**config.mk**
```make
export PLATFORM = sky130hd
export DESIGN_NAME = emr_reporter
export DESIGN_NICKNAME = d
export VERILOG_FILES = /design/src/emr_pkg.sv /design/src/emr_reporter.sv
export SDC_FILE = /design/constraint.sdc
export NUM_CORES = 2
export LEC_CHECK = 0
export BUFFER_PORTS_ARGS = -buffer_cell sky130_fd_sc_hd__buf_2
export CAP_MARGIN = 15
export CORE_MARGIN = 5
export CORE_UTILIZATION = 50
export CTS_BUF_LIST = sky130_fd_sc_hd__clkbuf_4 sky130_fd_sc_hd__clkbuf_8
export DETAILED_ROUTE_END_ITERATION = 10
export PLACE_DENSITY = 0.79
export SLEW_MARGIN = 20
export SYNTH_ARGS = -nofsm -noshare
export SYNTH_HDL_FRONTEND = slang
export SYNTH_SLANG_ARGS = --single-unit
```
**constraint.sdc**
```tcl
create_clock -name i_clock -period 20.4 [get_ports i_clock]
set_input_delay 4.08 -clock i_clock [delete_from_list [all_inputs] [get_ports i_clock]]
set_output_delay 4.08 -clock i_clock [all_outputs]
set_load 0.005 [all_outputs]
```
**src/emr_pkg.sv**
```systemverilog
// Package with constants and types for the emergency message reporter.
//==========================================================================
//==========================================================================
package emr_pkg;
   localparam logic [15:0] EMR_FLAGS_INDEX   = 16'h10F3;
   localparam logic [7:0]  EMR_FLAGS_SUB     = 8'h05;
   localparam logic [15:0] EMR_FLAGS_RESET   = 16'h003F;
   localparam int          EMR_EN_BIT        = 0;
   localparam int          EMR_HIST_BIT      = 5;
   localparam int          EMR_QUEUE_DEPTH   = 8;
   localparam int          EMR_PAYLOAD_BYTES = 8;
   localparam logic [2:0]  EMR_LAST_BYTE     = 3'h7;

   typedef enum logic [1:0]
   {
      EMR_INIT,
      EMR_PREOP,
      EMR_SAFEOP,
      EMR_OP
   } emr_state_t;

   typedef struct packed
   {
      logic [39:0] vendor;
      logic [7:0]  err_reg;
      logic [15:0] err_code;
   } emr_msg_t;
endpackage : emr_pkg

```
**src/emr_reporter.sv**
```systemverilog
// Emergency message reporter: queue, enable flag and byte serialiser.
module emr_reporter
(
   // Clock and reset.
   input  wire logic               i_clock,
   input  wire logic               i_sys_rst,
   // Drive status.
   input  wire logic               i_alarm,
   input  wire logic               i_warning,
   input  wire logic [15:0]        i_err_code,
   input  wire logic [7:0]         i_err_reg,
   input  wire logic [39:0]        i_vendor,
   input  wire logic               i_hist_clear_done,
   input  wire emr_pkg::emr_state_t i_esm_state,
   // Flags word access.
   input  wire logic               i_flags_wr,
   input  wire logic [15:0]        i_flags_wdata,
   output logic [15:0]             o_flags,
   // Mailbox byte stream.
   output logic                    o_mbx_valid,
   output logic [7:0]              o_mbx_data,
   output logic                    o_mbx_last,
   input  wire logic               i_mbx_ready
);

   //=======================================================================
   // Alarm edge detection and flags.
   logic                  alarm_r, alarm_nxt;
   logic                  en_r, en_nxt;
   logic                  hist_r, hist_nxt;
   logic                  new_alarm;
   emr_pkg::emr_msg_t     msg;

   assign new_alarm = i_alarm & ~alarm_r;
   assign msg.err_code = i_err_code;
   assign msg.err_reg  = i_err_reg;
   assign msg.vendor   = i_vendor;

   always_comb
   begin
      alarm_nxt = i_alarm;
      en_nxt    = i_flags_wr ? i_flags_wdata[emr_pkg::EMR_EN_BIT] : en_r;
      hist_nxt  = hist_r;
      if (i_hist_clear_done)
      begin
         hist_nxt = 1'b1;
      end
      if (new_alarm)
      begin
         hist_nxt = 1'b0;
      end
   end

   always_ff @(posedge i_clock or posedge i_sys_rst)
   begin
      if (i_sys_rst)
      begin
         alarm_r <= 1'b0;
         en_r    <= emr_pkg::EMR_FLAGS_RESET[emr_pkg::EMR_EN_BIT];
         hist_r  <= emr_pkg::EMR_FLAGS_RESET[emr_pkg::EMR_HIST_BIT];
      end
      else
      begin
         alarm_r <= alarm_nxt;
         en_r    <= en_nxt;
         hist_r  <= hist_nxt;
      end
   end

   //=======================================================================
   // Flags word assembly.
   logic [15:0]           flags_word;

   // Bits 6 to 15 are reserved and read zero.
   always_comb
   begin
      flags_word                        = 16'h0000;
      flags_word[emr_pkg::EMR_EN_BIT]   = en_r;
      flags_word[4:1]                   = 4'hF;
      flags_word[emr_pkg::EMR_HIST_BIT] = hist_r;
   end

   assign o_flags = flags_word;

   //=======================================================================
   // Ordered message queue.
   emr_pkg::emr_msg_t     q_r   [emr_pkg::EMR_QUEUE_DEPTH];
   emr_pkg::emr_msg_t     q_nxt [emr_pkg::EMR_QUEUE_DEPTH];
   logic [3:0]            cnt_r;
   logic [3:0]            cnt_nxt;
   logic [3:0]            wr_idx;
   logic                  q_full;
   logic                  q_empty;
   logic                  in_init;
   logic                  push;
   logic                  pop;
   logic                  busy_r;
   logic                  busy_nxt;
   logic [2:0]            byte_r;
   logic [2:0]            byte_nxt;

   assign q_full  = (cnt_r == 4'(emr_pkg::EMR_QUEUE_DEPTH));
   assign q_empty = (cnt_r == 4'h0);
   assign in_init = (i_esm_state == emr_pkg::EMR_INIT);
   // Pushes on a full queue are dropped.
   assign push    = new_alarm & en_r & ~q_full;
   assign pop     = ~busy_r & ~q_empty & ~in_init;
   assign wr_idx  = pop ? (cnt_r - 4'h1) : cnt_r;

   always_comb
   begin
      cnt_nxt = cnt_r;
      if (push && !pop)
      begin
         cnt_nxt = cnt_r + 4'h1;
      end
      else if (pop && !push)
      begin
         cnt_nxt = cnt_r - 4'h1;
      end
   end

   // Each entry shifts down on pop and takes the new message at wr_idx.
   generate
      for (genvar g = 0; g < emr_pkg::EMR_QUEUE_DEPTH; g++)
      begin : g_entry
         emr_pkg::emr_msg_t     above;
         if (g < emr_pkg::EMR_QUEUE_DEPTH - 1)
         begin : g_mid
            assign above = q_r[g + 1];
         end
         else
         begin : g_top
            assign above = '0;
         end
         always_comb
         begin
            q_nxt[g] = q_r[g];
            if (pop)
            begin
               q_nxt[g] = above;
            end
            if (push && (wr_idx == 4'(g)))
            begin
               q_nxt[g] = msg;
            end
         end
         always_ff @(posedge i_clock or posedge i_sys_rst)
         begin
            if (i_sys_rst)
            begin
               q_r[g] <= '0;
            end
            else
            begin
               q_r[g] <= q_nxt[g];
            end
         end
      end
   endgenerate

   //=======================================================================
   // Byte serialiser.
   emr_pkg::emr_msg_t     cur_r;
   emr_pkg::emr_msg_t     cur_nxt;
   logic [7:0]            data_r;
   logic [7:0]            data_nxt;
   logic                  last_r;
   logic                  last_nxt;

   always_comb
   begin
      cur_nxt  = cur_r;
      busy_nxt = busy_r;
      byte_nxt = byte_r;
      if (pop)
      begin
         cur_nxt  = q_r[0];
         busy_nxt = 1'b1;
         byte_nxt = 3'h0;
      end
      else if (busy_r && i_mbx_ready)
      begin
         byte_nxt = byte_r + 3'h1;
         if (byte_r == emr_pkg::EMR_LAST_BYTE)
         begin
            busy_nxt = 1'b0;
         end
      end
      data_nxt = cur_nxt[{byte_nxt, 3'h0} +: 8];
      last_nxt = busy_nxt & (byte_nxt == emr_pkg::EMR_LAST_BYTE);
   end

   always_ff @(posedge i_clock or posedge i_sys_rst)
   begin
      if (i_sys_rst)
      begin
         cnt_r  <= 4'h0;
         cur_r  <= '0;
         busy_r <= 1'b0;
         byte_r <= 3'h0;
         data_r <= 8'h00;
         last_r <= 1'b0;
      end
      else
      begin
         cnt_r  <= cnt_nxt;
         cur_r  <= cur_nxt;
         busy_r <= busy_nxt;
         byte_r <= byte_nxt;
         data_r <= data_nxt;
         last_r <= last_nxt;
      end
   end

   //=======================================================================
   // Output stage.
   assign o_mbx_valid = busy_r;
   assign o_mbx_last  = last_r;
   assign o_mbx_data  = data_r;

endmodule : emr_reporter

```
==> run_results.csv <==
group,metric,value,unit
run_status,status,"finished clean",
floorplan,core,0.0565,mm²
worst_setup_path,crit_top_cell,"buf_4",
global_routing,grt_start_max_net_pins,225,
sta,hold_violations,0,
floorplan,die_area,0.0619,mm²
worst_setup_path,path_max_fanout,100,
global_routing,met2_usage,0.308,
sta,setup-violations-final,0,
global_routing,met1_usage,0.282,
floorplan,pin_count,115,
global_routing,grtUsageMet3,0.0366,
worst_setup_path,start_kind,"input port",
logic_synthesis,async_reset_ff_frac,1.00,
sta,rsz0062_at_grt,"no",
power_and_ir_drop,p_total,4180,µW
clock_tree,cts_tree,"done",
sta,tns,0,ns
clock_tree,cts_hold_buf,0,
global_routing,grt_pass1_wl,105000,µm
min_path,hold_class,"flip-flop to flip-flop",
global_routing,gr-total-overflow,0,
clock_tree,clock_sinks,596,
detailed_routing,routedWlPerCell,15.6,µm
sta,finalCriticalPeriod,7.46,ns
clock_tree,cts-root-buf,"clkbuf_8",
clock_tree,clock_path_buffers,3,
floorplan,die_width,249,µm
global_routing,top_usage_layer,"met2",
placement,post_dp_cell_area,0.0290,mm²
floorplan,die_h,249,µm
placement,io_buffers,84,
placement,dpl.hpwl,35600,µm
logic_synthesis,synthTopCellsByArea,"dfrtp_1, nand2_1, mux2_2, a31oi_1, mux2_4",
power_and_ir_drop,p_leak,0.0159,µW
clock_tree,htree_levels,3,
global_routing,grt_pass1_vias,20300,
logic_synthesis,synth.distinct_cells,62,
power_and_ir_drop,power_density,134,mW/mm²
clock_tree,cts_buffers,96,
worst_setup_path,crit_path_cell_trace,"buf_2 -> o21bai_1 -> nor2_4 -> buf_4 -> buf_4 -> buf_4 -> buf_4 -> nand2_1 -> nand2_1 -> mux2_4",
logic_synthesis,yosysSeqAreaShare,0.523,
final_layout,fin_util,0.552,
logic_synthesis,yosysWarnings,0,
final_layout,final_cell_mix,"nand2_1, dfrtp_1, nor2_1, mux2_2, a31oi_1",
sta,relSlewSlack,0.274,
worst_setup_path,crit_slowest_cell,"buf_4",
global_routing,antenna_found_initial,6,
clock_tree,worstSkewPairLatency,0.68,ns
logic_synthesis,synth_area,0.0285,mm²
detailed_routing,drtAntennaViolNets,0,
sta,fin_crit_sh,0.366,
clock_tree,ctsResizeCount,0,
job,cap_violations,0,
placement,place_congestion,0.872,
worst_setup_path,worstPathRequired,21.02,ns
final_layout,drive_above_1_share,0.175,
detailed_routing,avgViaCountPerCell,5.34,
logic_synthesis,synth_edf_count,0,
final_layout,fill_cells,4875,
final_layout,syn2layout_area_growth,9.28,%
detailed_routing,firstDrtPassIters,6,
logic_synthesis,synth_seq_cells,596,
final_layout,mostFrequentLayoutCell,"nand2_1",
floorplan,start_util,0.505,
clock_tree,cts.clk_slew.worst_paths,0.06,ns
detailed_routing,routed-via-count,21500,
final_layout,nets,3278,
global_routing,gr-usage-all-layers,0.197,
logic_synthesis,dominantRegCellSynth,"dfrtp_1",
sta,clock_skew,0.0318,ns
sta,finalMaxSlewViolations,0,
sta,max_freq,134,MHz
logic_synthesis,syn_inst,3195,
worst_setup_path,cp.arrival,8.08,ns
detailed_routing,drt_iter0_drc,2057,
worst_setup_path,worstSetupPathType,"input port to flip-flop",
logic_synthesis,synth_top_area_cell,"dfrtp_1",
worst_setup_path,critPathMaxStageDelay,0.85,ns
floorplan,num_rows,87,
sta,tightest_slew,1.09,ns
detailed_routing,wl,62700,µm
clock_tree,post-cts-setup-buffer-count,0,
detailed_routing,drc_errors,0,
logic_synthesis,synth_area_per_cell,8.93,µm²
worst_setup_path,endpoint_kind,"flip-flop",
final_layout,final_area,0.0312,mm²
sta,hold_ws,0.460,ns
logic_synthesis,synth_top_area_frac,0.521,
power_and_ir_drop,ir_drop,0.0651,mV
worst paths after layout:
path / startpoint / endpoint / depth (start not counted) / slack [ns]
max in group asynchronous: i_sys_rst / g_entry[6].above[49] / 5 / 14.31
setup / recovery: i_esm_state[1] / g_entry[2].above[25] / 10 / 12.94
hold / removal: q_r[485] / cur_r[37] / 2 / 0.46
min in group asynchronous: i_sys_rst / g_entry[5].above[16] / 3 / 3.70
hold reg to reg: q_r[485] / cur_r[37] / 2 / 0.46
setup reg to reg: cnt_r[0] / g_entry[2].above[25] / 11 / 15.41
final cells by class:
type                            instances  area (µm²)  share of cell area
Multi-Input combinational cell       2369       12400               0.399
Sequential cell                       596       14900               0.478
Tap cell                              756         946              0.0303
Clock buffer                          161        2030              0.0650
Timing Repair Buffer                  114         674              0.0216
Inverter                                7        37.5             0.00120
Antenna cell                            2        5.00            0.000161
Clock inverter                         14         128             0.00409
where the power goes:
part	switching (µW)	leakage (µW)	total, µW	internal [µW]
logic	655	0.00663	1190	533
registers	255	0.00808	1860	1610
clock network	475	0.00116	1130	650
total	1380	0.0159	4180	2790
metrics by stage:
step,setup WS [ns],std cells
after global placement,12.29,3842
final,12.94,4019
after CTS,12.98,4017
after detailed placement,12.27,3842
after floorplan,8.19,3207
after global routing,12.74,4018
kinds of logic after synthesis:
| group | after synthesis | share of synthesized area |
|---|---|---|
| compound gates | 322 | 0.0694 |
| xor+xnor | 4 | 0.00123 |
| fa+ha+maj | 5 | 0.00219 |
| buf+inv | 242 | 0.0451 |
| flops | 596 | 0.523 |
| mux | 304 | 0.128 |
| other cells | 2 | 0.000263 |
| simple gates | 1720 | 0.231 |
worst max-delay path: cells and delay by family:
| kind | cells | cell delay, ns |
|---|---|---|
| compound gates | 1 | 0.19 |
| buf+inv | 5 | 2.97 |
| mux | 1 | 0.13 |
| simple gates | 3 | 0.40 |
synth_stat cells, drive strengths merged, types with 5 or more instances:
library cell,instances
dfrtp,594
clkbuf,107
nor2,206
a21oi,8
buf,128
nand3,10
a221oi,5
ha,5
o21ai,82
a31oi,192
a22oi,5
mux2i,30
nand2,1475
mux2,270
o22ai,7
inv,7
routing by layer:
metal | vias up | routed length, µm
met1 | 10400 | 28700
met5 | - | 27
li1 | 10400 | -
met4 | 4 | 1300
met3 | 102 | 3540
met2 | 545 | 29100
registers in the layout, indices dropped and copies added, names as in the netlist:
signal,flops
cnt_r,4
o_mbx_last,1
alarm_r,1
q_r,64
en_r,1
cur_r,64
g_entry.above,448
o_mbx_valid,1
byte_r,3
hist_r,1
o_mbx_data,8
No activity file was read; power rests on OpenSTA's default activity.
